==> config.mk <==
export PLATFORM = sky130hd
export DESIGN_NAME = afepg_regs
export DESIGN_NICKNAME = d
export VERILOG_FILES = /design/src/afepg_pkg.sv /design/src/afepg_fifo.sv /design/src/afepg_regs.sv
export SDC_FILE = /design/constraint.sdc
export NUM_CORES = 1
export LEC_CHECK = 0
export ABC_CLOCK_PERIOD_IN_PS = 4500
export BUFFER_PORTS_ARGS = -buffer_cell sky130_fd_sc_hd__buf_2
export CAP_MARGIN = 20
export CORE_AREA = 2 2 156 158
export CTS_CLUSTER_SIZE = 8
export DETAILED_ROUTE_END_ITERATION = 6
export DIE_AREA = 0 0 158 160
export GPL_TIMING_DRIVEN = 0
export PLACE_DENSITY = 0.89
export SLEW_MARGIN = 20
export SYNTH_ARGS = -nofsm -noshare
export SYNTH_HDL_FRONTEND = slang
export SYNTH_SLANG_ARGS = --single-unit
==> constraint.sdc <==
create_clock -name sys_clk -period 4.5 [get_ports sys_clk]
set_input_delay 0.9 -clock sys_clk [delete_from_list [all_inputs] [get_ports sys_clk]]
set_output_delay 0.9 -clock sys_clk [all_outputs]
set_load 0.02 [all_outputs]
==> src/afepg_pkg.sv <==
// ============================================================
// shared constants for the phase, gain and status register bank
package afepg_pkg;
    // register addresses
    localparam logic [4:0] PHASE_ADDR = 5'h0a;
    localparam logic [4:0] GAIN_ADDR = 5'h0b;
    localparam logic [4:0] STATUS_ADDR = 5'h0c;
    // burst address loop masks and writable window
    localparam logic [4:0] LOOP_MAP_MASK = 5'h1f;
    localparam logic [4:0] LOOP_TYPE_MASK = 5'h0f;
    localparam logic [4:0] LOOP_GROUP_MASK = 5'h03;
    localparam logic [4:0] WR_LOOP_FIRST = 5'h09;
    localparam logic [4:0] WR_LOOP_LAST = 5'h1f;
    // phase register fields
    localparam int PAIR23_LSB = 12;
    localparam int PAIR01_LSB = 0;
    // gain register fields
    localparam int GAIN_BITS = 3;
    localparam logic [2:0] GAIN_MAX_CODE = 3'h5;
    // status register fields
    localparam int RDINC_LSB = 22;
    localparam int WRINC_BIT = 21;
    localparam int IDLE_DRIVE_BIT = 20;
    localparam int MERGE_BIT = 19;
    localparam int CRC32_BIT = 18;
    localparam int DWIDTH_LSB = 16;
    localparam int CRC_EN_BIT = 15;
    localparam int ALERT_EN_BIT = 14;
    // read increment modes
    localparam logic [1:0] RDINC_SAME = 2'h0;
    localparam logic [1:0] RDINC_GROUP = 2'h1;
    localparam logic [1:0] RDINC_TYPE = 2'h2;
    localparam logic [1:0] RDINC_MAP = 2'h3;
    // data width modes
    localparam logic [1:0] DW_16_ROUND = 2'h0;
    localparam logic [1:0] DW_24 = 2'h1;
    localparam logic [1:0] DW_32_ZERO = 2'h2;
    localparam logic [1:0] DW_32_SIGN = 2'h3;
    // reset values
    localparam logic [23:0] PHASE_RESET = 24'h000000;
    localparam logic [23:0] GAIN_RESET = 24'h000000;
    localparam logic [9:0] SETUP_RESET = 10'h2a4; // bits 23..14
    localparam logic [5:0] FLAGS_RESET = 6'h3f;
    // lock password that clears the checksum alert
    localparam logic [7:0] UNLOCK_KEY = 8'ha5;
    // ready pin pulse length
    localparam int READY_PULSE_CYCLES = 1;
    // ready pin states
    typedef enum logic [2:0] {
        PIN_IDLE = 3'b001,
        PIN_PULSE = 3'b010,
        PIN_ALERT = 3'b100
    } afepg_pin_type;
endpackage

==> src/afepg_fifo.sv <==
`timescale 1ns/1ps
// ============================================================
// sample word fifo, flip-flop storage
module afepg_fifo #(
    parameter int WIDTH = 24,
    parameter int DEPTH = 8
) (
    // clock and reset
    input wire logic sys_clk,
    input wire logic rst,
    // fill side
    input wire logic in_valid,
    output logic in_ready,
    input wire logic [WIDTH-1:0] in_data,
    // drain side
    output logic out_valid,
    input wire logic out_ready,
    output logic [WIDTH-1:0] out_data
);
    localparam int AW = $clog2(DEPTH);
    logic [WIDTH-1:0] mem_q [DEPTH];
    logic [AW-1:0] wr_ptr_q;
    logic [AW-1:0] rd_ptr_q;
    logic [AW:0] count_q;
    wire push = in_valid && in_ready;
    wire pop = out_valid && out_ready;

    // honest full and empty
    assign in_ready = (count_q != (AW+1)'(DEPTH));
    assign out_valid = (count_q != '0);
    assign out_data = mem_q[rd_ptr_q];

    // pointer wrap helper
    function automatic logic [AW-1:0] bump(input logic [AW-1:0] p);
        bump = (p == AW'(DEPTH - 1)) ? '0 : AW'(p + 1'b1);
    endfunction

    // storage write
    always_ff @(posedge sys_clk) begin
        if (push) begin
            mem_q[wr_ptr_q] <= in_data;
        end
    end

    // pointers and occupancy
    always_ff @(posedge sys_clk) begin
        if (rst) begin
            wr_ptr_q <= '0;
            rd_ptr_q <= '0;
            count_q <= '0;
        end else begin
            if (push) wr_ptr_q <= bump(wr_ptr_q);
            if (pop) rd_ptr_q <= bump(rd_ptr_q);
            count_q <= count_q + (AW+1)'(push) - (AW+1)'(pop);
        end
    end
endmodule

==> src/afepg_regs.sv <==
`timescale 1ns/1ps
// Overview of operation
// - a write to the pair phase register restarts all active converters
// - pair 2/3 delay code sits in bits 23..12, modulator clock periods
// - pair 0/1 delay code sits in bits 11..0, modulator clock periods
// - three-bit gain code per channel in bits 17..0, gains 1 to 32
// - reserved gain codes 110 and 111 act as gain 1
// - gain register bits 23..18 always read zero
// - read increment field picks same, group, type or whole-map looping
// - write increment bit loops writable map or repeats one address
// - idle ready pin drives high when bit set, floats when clear
// - merge bit gives one pulse timed by the last channel
// - crc width bit sends checksum plus sixteen zeros as 32 bits
// - data width field formats samples 32 sign, 32 zero, 24, 16 rounded
// - status bits 13..6 read zero, ready flags read-only reset to one
// - ready flag zero when data ready, set to one by status read
// - checksum enable bit appends crc to each transfer, resets off
// - alert enable drives ready pin low on checksum error until unlocked
module afepg_regs #(
    parameter int CHANNELS = 6,
    parameter int SAMPLE_WIDTH = 24,
    parameter int FIFO_DEPTH = 8
) (
    // clock and reset
    input wire logic sys_clk,
    input wire logic rst,
    // register access
    input wire logic reg_wr_en,
    input wire logic reg_rd_en,
    input wire logic [4:0] reg_addr,
    input wire logic [23:0] reg_wdata,
    output logic [23:0] reg_rdata,
    output logic reg_rvalid,
    output logic [4:0] burst_next_addr,
    // converter controls
    output logic restart_active_adcs,
    output logic [11:0] pair23_delay_code,
    output logic [11:0] pair01_delay_code,
    output logic [17:0] channel_gain_code,
    output logic [17:0] channel_gain_log2,
    // serial formatting controls
    output logic comm_checksum_enable,
    output logic crc_word_32,
    // converter events and checksum alert inputs
    input wire logic [5:0] chan_ready_pulse,
    input wire logic config_checksum_error,
    input wire logic [7:0] lock_code,
    // sample stream in
    input wire logic sample_in_valid,
    output logic sample_in_ready,
    input wire logic [SAMPLE_WIDTH-1:0] sample_in_data,
    // formatted sample stream out
    output logic sample_out_valid,
    input wire logic sample_out_ready,
    output logic [31:0] sample_out_data,
    // ready pin
    output logic sample_ready_pin_o,
    output logic sample_ready_pin_oe
);
    // ============================================================
    // registers
    logic [23:0] phase_q;
    logic [23:0] gain_q;
    logic [9:0] setup_q;
    logic [5:0] flags_q;
    logic [5:0] flags_d;
    logic [23:0] rdata_q;
    logic rvalid_q;
    logic restart_q;
    logic [4:0] burst_q;

    // ============================================================
    // decode
    wire wr_phase = reg_wr_en && (reg_addr == afepg_pkg::PHASE_ADDR);
    wire wr_gain = reg_wr_en && (reg_addr == afepg_pkg::GAIN_ADDR);
    wire wr_status = reg_wr_en && (reg_addr == afepg_pkg::STATUS_ADDR);
    wire rd_status = reg_rd_en && (reg_addr == afepg_pkg::STATUS_ADDR);

    // setup fields
    wire [1:0] rd_inc_mode = setup_q[afepg_pkg::RDINC_LSB-14 +: 2];
    wire wr_inc_on = setup_q[afepg_pkg::WRINC_BIT-14];
    wire idle_drive_high = setup_q[afepg_pkg::IDLE_DRIVE_BIT-14];
    wire ready_pulse_merge = setup_q[afepg_pkg::MERGE_BIT-14];
    wire [1:0] data_width_mode = setup_q[afepg_pkg::DWIDTH_LSB-14 +: 2];
    wire alert_enable = setup_q[afepg_pkg::ALERT_EN_BIT-14];

    // ============================================================
    // helpers
    function automatic logic [4:0] loop_next(input logic [4:0] a, input logic [4:0] m);
        logic [4:0] inc;
        inc = 5'(a + 5'h01);
        loop_next = (a & ~m) | (inc & m);
    endfunction

    function automatic logic [2:0] gain_log2(input logic [2:0] code);
        gain_log2 = (code > afepg_pkg::GAIN_MAX_CODE) ? 3'h0 : code;
    endfunction

    function automatic logic [31:0] format_sample(input logic [1:0] mode,
                                                  input logic [23:0] s);
        logic [16:0] rnd;
        rnd = 17'({s[23], s[23:8]} + 17'(s[7]));
        case (mode)
            afepg_pkg::DW_32_SIGN: format_sample = {{8{s[23]}}, s};
            afepg_pkg::DW_32_ZERO: format_sample = {s, 8'h00};
            afepg_pkg::DW_24: format_sample = {8'h00, s};
            default: begin
                // saturate on positive overflow of the rounding
                if (!s[23] && rnd[15]) format_sample = {16'h0000, 16'h7fff};
                else format_sample = {16'h0000, rnd[15:0]};
            end
        endcase
    endfunction

    // ============================================================
    // read mux and burst address
    wire [23:0] setup_view = {setup_q, 2'b00, 6'h00, flags_q};
    wire [23:0] rd_mux =
        (reg_addr == afepg_pkg::PHASE_ADDR) ? phase_q :
        (reg_addr == afepg_pkg::GAIN_ADDR) ? {6'h00, gain_q[17:0]} :
        (reg_addr == afepg_pkg::STATUS_ADDR) ? setup_view : 24'h000000;
    wire [4:0] rd_mask =
        (rd_inc_mode == afepg_pkg::RDINC_MAP) ? afepg_pkg::LOOP_MAP_MASK :
        (rd_inc_mode == afepg_pkg::RDINC_TYPE) ? afepg_pkg::LOOP_TYPE_MASK :
        (rd_inc_mode == afepg_pkg::RDINC_GROUP) ? afepg_pkg::LOOP_GROUP_MASK : 5'h00;
    wire wr_wrap = (reg_addr >= afepg_pkg::WR_LOOP_LAST) || (reg_addr < afepg_pkg::WR_LOOP_FIRST);
    wire [4:0] wr_next = !wr_inc_on ? reg_addr :
        (wr_wrap ? afepg_pkg::WR_LOOP_FIRST : 5'(reg_addr + 5'h01));

    // ready flags: a converter event wins over the read that resets them
    assign flags_d = (rd_status ? afepg_pkg::FLAGS_RESET : flags_q) & ~chan_ready_pulse;

    // register writes
    always_ff @(posedge sys_clk) begin
        if (rst) begin
            phase_q <= afepg_pkg::PHASE_RESET;
            gain_q <= afepg_pkg::GAIN_RESET;
            setup_q <= afepg_pkg::SETUP_RESET;
            flags_q <= afepg_pkg::FLAGS_RESET;
        end else begin
            if (wr_phase) phase_q <= reg_wdata;
            if (wr_gain) gain_q <= {6'h00, reg_wdata[17:0]};
            if (wr_status) setup_q <= reg_wdata[23:14];
            flags_q <= flags_d;
        end
    end

    // read data, restart strobe, burst address
    always_ff @(posedge sys_clk) begin
        if (rst) begin
            rdata_q <= 24'h000000;
            rvalid_q <= 1'b0;
            restart_q <= 1'b0;
            burst_q <= 5'h00;
        end else begin
            rvalid_q <= reg_rd_en;
            if (reg_rd_en) rdata_q <= rd_mux;
            restart_q <= wr_phase;
            if (reg_rd_en) burst_q <= loop_next(reg_addr, rd_mask);
            else if (reg_wr_en) burst_q <= wr_next;
        end
    end

    assign reg_rdata = rdata_q;
    assign reg_rvalid = rvalid_q;
    assign burst_next_addr = burst_q;
    assign restart_active_adcs = restart_q;
    assign pair23_delay_code = phase_q[afepg_pkg::PAIR23_LSB +: 12];
    assign pair01_delay_code = phase_q[afepg_pkg::PAIR01_LSB +: 12];
    assign channel_gain_code = gain_q[17:0];
    assign comm_checksum_enable = setup_q[afepg_pkg::CRC_EN_BIT-14];
    assign crc_word_32 = setup_q[afepg_pkg::CRC32_BIT-14];

    // per-channel gain shift
    genvar gi;
    generate
        for (gi = 0; gi < CHANNELS; gi++) begin : g_gain
            assign channel_gain_log2[gi*3 +: 3] = gain_log2(gain_q[gi*3 +: 3]);
        end
    endgenerate

    // ============================================================
    // sample path
    logic fifo_valid;
    logic [SAMPLE_WIDTH-1:0] fifo_data;
    afepg_fifo #(.WIDTH(SAMPLE_WIDTH), .DEPTH(FIFO_DEPTH)) u_fifo (
        .sys_clk(sys_clk),
        .rst(rst),
        .in_valid(sample_in_valid),
        .in_ready(sample_in_ready),
        .in_data(sample_in_data),
        .out_valid(fifo_valid),
        .out_ready(sample_out_ready),
        .out_data(fifo_data)
    );
    assign sample_out_valid = fifo_valid;
    assign sample_out_data = format_sample(data_width_mode, fifo_data[23:0]);

    // ============================================================
    // ready pin
    afepg_pkg::afepg_pin_type pin_q;
    afepg_pkg::afepg_pin_type pin_d;
    logic [5:0] seen_q;
    logic alert_q;
    logic [7:0] pulse_cnt_q;
    wire [5:0] seen_all = seen_q | chan_ready_pulse;
    wire merged_fire = ready_pulse_merge && (seen_all == afepg_pkg::FLAGS_RESET);
    wire single_fire = !ready_pulse_merge && (chan_ready_pulse != 6'h00);
    wire fire = merged_fire || single_fire;
    wire unlock = (lock_code == afepg_pkg::UNLOCK_KEY);
    wire pulse_done = (pulse_cnt_q == 8'(afepg_pkg::READY_PULSE_CYCLES - 1));

    // merge tracker and alert latch
    always_ff @(posedge sys_clk) begin
        if (rst) begin
            seen_q <= 6'h00;
            alert_q <= 1'b0;
        end else begin
            seen_q <= (merged_fire || !ready_pulse_merge) ? 6'h00 : seen_all;
            if (alert_enable && config_checksum_error) alert_q <= 1'b1;
            else if (unlock) alert_q <= 1'b0;
        end
    end

    // pin state choice
    always_comb begin
        pin_d = pin_q;
        case (pin_q)
            afepg_pkg::PIN_IDLE: if (fire) pin_d = afepg_pkg::PIN_PULSE;
            afepg_pkg::PIN_PULSE:
                if (pulse_done) pin_d = afepg_pkg::PIN_IDLE;
            afepg_pkg::PIN_ALERT: pin_d = afepg_pkg::PIN_IDLE;
            default: pin_d = afepg_pkg::PIN_IDLE;
        endcase
        if (alert_q) pin_d = afepg_pkg::PIN_ALERT;
    end

    // pin state and pulse counter
    always_ff @(posedge sys_clk) begin
        if (rst) begin
            pin_q <= afepg_pkg::PIN_IDLE;
            pulse_cnt_q <= 8'h00;
        end else begin
            pin_q <= pin_d;
            pulse_cnt_q <= (pin_q == afepg_pkg::PIN_PULSE) ? 8'(pulse_cnt_q + 8'h01) : 8'h00;
        end
    end

    wire pin_low = (pin_q != afepg_pkg::PIN_IDLE);
    assign sample_ready_pin_o = !pin_low;
    assign sample_ready_pin_oe = pin_low || idle_drive_high;
endmodule

==> results by group <==
Setup path
  • Bufs and invs on worst path: 5
  • Crit path largest cell delay: roughly 0.57 ns
  • CP Data Arrival Time: 3.72 ns
  • CP startpoint kind: register
  • CP Max Fanout: 10
  • Most frequent CP cell: buf_6
  • Critical path class: register to primary output
  • CP delay by family, top: simple AND/OR/NAND/NOR gates
  • Cells along the critical path: clkbuf_4, buf_6, buf_6, nor2_1, a22oi_1, nand4_1, buf_4, or4_4, xnor2_2, nor2b_4, o22ai_4, buf_6
  • Crit. End Element: primary output
  • CP required: 3.60 ns
  • CP max-delay cell: or4_4

Synthesis
  • Seq cells post-synth: 312
  • EDFF count, synth: 192
  • Mean Syn Cell Area: 12.8 µm²
  • Post-Syn Nets: between 1000 and 1500
  • Mapped cell area: 13200 µm²
  • Top_reg_cell synth: edfxtp_1
  • Fraction of the yosys area taken by sequential cells: 61.7%
  • Yosys warns: 0
  • Post-synthesis instance total: 1034
  • Yosys cell types: between 60 and 70
  • Post-synth ARST share: 0%

Global route
  • Total GRT Usage: 31.7%
  • Met3 Track Usage GR: 8.60%
  • Largest net degree at the start of global routing: 17
  • Met1 usage: 38.4%
  • Busiest grt layer: met2
  • First-pass GRT wire length: about 60000 µm
  • Global route overflow: 0
  • Met2 Usage GRT: 52.0%
  • Initial antenna violation count: 2
  • Vias in the first global route: around 10000

Power and ir drop
  • Psw: 2.44 mW
  • Pint: 5.79 mW
  • Total power: 8.23 mW
  • Peak supply drop: 0.592 mV
  • Clock share of power: 37.6%
  • Cell area power density: 497 nW/µm²
  • Sw frac: roughly 30%
  • Power share of the sequential group: 39.6%
  • Logic pwr share: 22.8%
  • Leak: 6.20 nW

Floorplanning
  • I/O pin cnt: roughly 200
  • Die width: 158 µm
  • Die Footprint: 25300 µm²
  • Floorplan row count: 57
  • Core area: 23800 µm²
  • Initial cell density of the core: a little under three fifths
  • Die Ht: 160 µm

Placed design
  • Hpwl dp: 25300 µm
  • Port Buffer Count: 200
  • Dpl cell area: between 10000 and 15000 µm²
  • GP Congestion: between 0.9 and 1

CTS
  • Post-CTS Hold Buffers: 0
  • Clock buffer depth: 3
  • H-tree depth: 2
  • Clk_lat worst skew: 0.58 ns
  • CTS clk-pin slew, worst paths: 0.05 ns
  • CTS tree: done
  • CTS root buf: clkbuf_16
  • CTS buffer count: 45
  • CTS Sinks: 312

Detailed routing
  • DRT Wirelength: 41600 µm
  • Antenna-violating nets left: 0
  • Avg WL per Cell: approximately 25 µm
  • Via count: 10571
  • Drt drc: 0
  • Via/cell ratio: ~6.4
  • Drt first-iter violations: roughly 1500
  • Drt pass-1 iters: 5

STA
  • FMAX: between 200 and 250 MHz
  • Setup-failing EPs final: 2
  • Slew Limit Fails: 0
  • Final worst-path cycle share: 103%
  • Post-layout min period: 4.62 ns
  • Final worst slack: -0.124 ns
  • Worst slew pin tran: 0.883 ns
  • Final hold violation count: 0
  • Rel. slew slack: 41.1%
  • Setup TNS: -0.129 ns
  • Clock Skew: 0.0355 ns

Final layout
  • Share of cells above drive strength 1: 28.8%
  • Design area: 16600 µm²
  • Commonest non-fill, non-tap cells in the layout: buf_2 (197), edfxtp_1 (192), nand2_1 (146)
  • Leading cell type in the layout, fill and taps excluded: buf_2
  • Register area: 8170 µm²
  • Filler Cell Count: ~1500
  • Final #Nets: 1412
  • Area of the multi-input gates: 4880 µm²
  • Area Growth Syn to Fin: 25.2%

Job
  • Max-cap violation count: 0

Worst hold path
  • Hold WC Path Type: register to register

Outcome
  • Status: finished, violations left
  • Failing checks: negative setup slack
## layer usage
layer	wire length (µm)	vias to the layer above
met5	13	-
met4	2510	2
met3	4860	225
met2	20000	922
met1	14200	5035
li1	-	4387
## registers in the layout (all words and copies together) (netlist names), named ones only
register             flops
alert_q                  1
burst_next_addr          5
flags_q                  6
gain_q                  18
phase_q                 24
pin_q                    3
pulse_cnt_q              8
reg_rdata               24
reg_rvalid               1
restart_active_adcs      1
seen_q                   6
setup_q                 10
u_fifo.count_q           4
u_fifo.mem_q           192
u_fifo.rd_ptr_q          3
u_fifo.wr_ptr_q          3
## power groups by stage
| stage | logic (mW) | clock network, mW | registers, mW |
|---|---|---|---|
| 4_1_cts | 1.75 | 3.05 | 3.24 |
| 3_3_place_gp | 1.46 | 0 | 3.29 |
| 2_1_floorplan | 1.04 | 0 | 3.29 |
| 6_report | 1.88 | 3.10 | 3.26 |
| 3_5_place_dp | 1.55 | 0 | 3.29 |
| 5_1_grt | 1.95 | 3.21 | 3.26 |
## path summary, 6_finish.rpt
path	from	depth (start not counted)	endpoint	slack (ns)
setup / recovery	register	12	sample_out_data[6]	-0.12
hold / removal	phase_q[0]$_SDFFE_PP0P_	2	phase_q[0]$_SDFFE_PP0P_	0.48
setup reg to reg	u_fifo.count_q[2]$_SDFF_PP0_	9	u_fifo.mem_q[1][11]$_DFFE_PP_	1.78
hold reg to reg	phase_q[0]$_SDFFE_PP0P_	2	phase_q[0]$_SDFFE_PP0P_	0.48
## area by class of cell
| class | instances | area share [%] |
|---|---|---|
| flip-flops and latches | 312 | 49.3 |
| multi-input cells | 640 | 29.5 |
| repair buffers | 242 | 8.57 |
| clock buffers | 55 | 7.08 |
| well taps | 324 | 2.45 |
| plain buffers | 58 | 2.07 |
| clock inverters | 5 | 0.544 |
| inverters | 20 | 0.453 |
| diodes | 2 | 0.0302 |
## logic make-up (layout without fill, tap and decap cells)
| group | after synthesis | count (layout) | share of synthesized area (%) |
|---|---|---|---|
| flip-flops | 312 | 312 | 61.7 |
| other | 0 | 2 | 0 |
| buffers and inverters | 83 | 380 | 3.00 |
| adder cells (fa/ha/maj) | 19 | 19 | 1.85 |
| XOR/XNOR | 23 | 23 | 1.52 |
| AO/OA/AOI/OAI | 186 | 186 | 9.02 |
| multiplexers | 81 | 81 | 11.3 |
| AND/OR/NAND/NOR | 330 | 331 | 11.6 |
## through the flow
step	hold WS, ns	setup slack, ns	instances	utilization, %
global placement	0.453	-1.94	1558	61.4
finish	0.476	-0.124	1658	69.6
CTS	0.473	0.00681	1654	69.2
global route	0.494	-0.218	1656	69.5
floorplan	0.437	0.216	1034	-
detailed placement	0.461	-0.627	1578	62.6
## worst register-to-register path, stage by stage, from the launching register on
cell and delay, ns:
dfxtp_1 0.30, inv_1 0.07, ha_1 0.20, nand2_1 0.07, nand2_1 0.25, inv_1 0.22
nand2_1 0.23, nor3_2 0.63, buf_6 0.24, buf_4 0.20
## synthesized netlist by cell type (4+ instances only)
cell type	count	area share, %
nand2_1	146	4.1
xnor2_1	11	0.73
nor2_1	85	2.4
and2_1	11	0.52
nand3b_1	6	0.34
nand3_1	9	0.34
nand2b_1	4	0.19
nor4_1	5	0.24
o21bai_1	7	0.40
a22oi_1	26	1.5
xor2_1	12	0.79
nor4bb_1	4	0.30
mux2i_1	25	1.9
inv_1	20	0.57
mux4_2	27	4.6
clkbuf_1	47	1.3
nor2b_1	22	1.0
a221oi_2	5	0.57
mux4_1	19	3.8
a211oi_1	17	0.96
o21ai_0	29	1.1
edfxtp_1	192	44
a21oi_1	66	2.5
nor3_1	14	0.53
a21boi_0	6	0.34
ha_1	18	1.7
mux2_2	6	0.51
o22ai_1	10	0.47
dfxtp_1	120	18
and3_1	4	0.19
buf_2	5	0.19
## what timing repair did
action / in CTS / in global routing
resized for setup: 50 / 26
pin swaps: 6 / 9
cloned: 0 / 1
setup buffers: 16 / 6
setup endpoints to repair: 17 / 16
hold endpoints to repair: 0 / 0
Note: power is estimated with default switching activity, not from simulation.
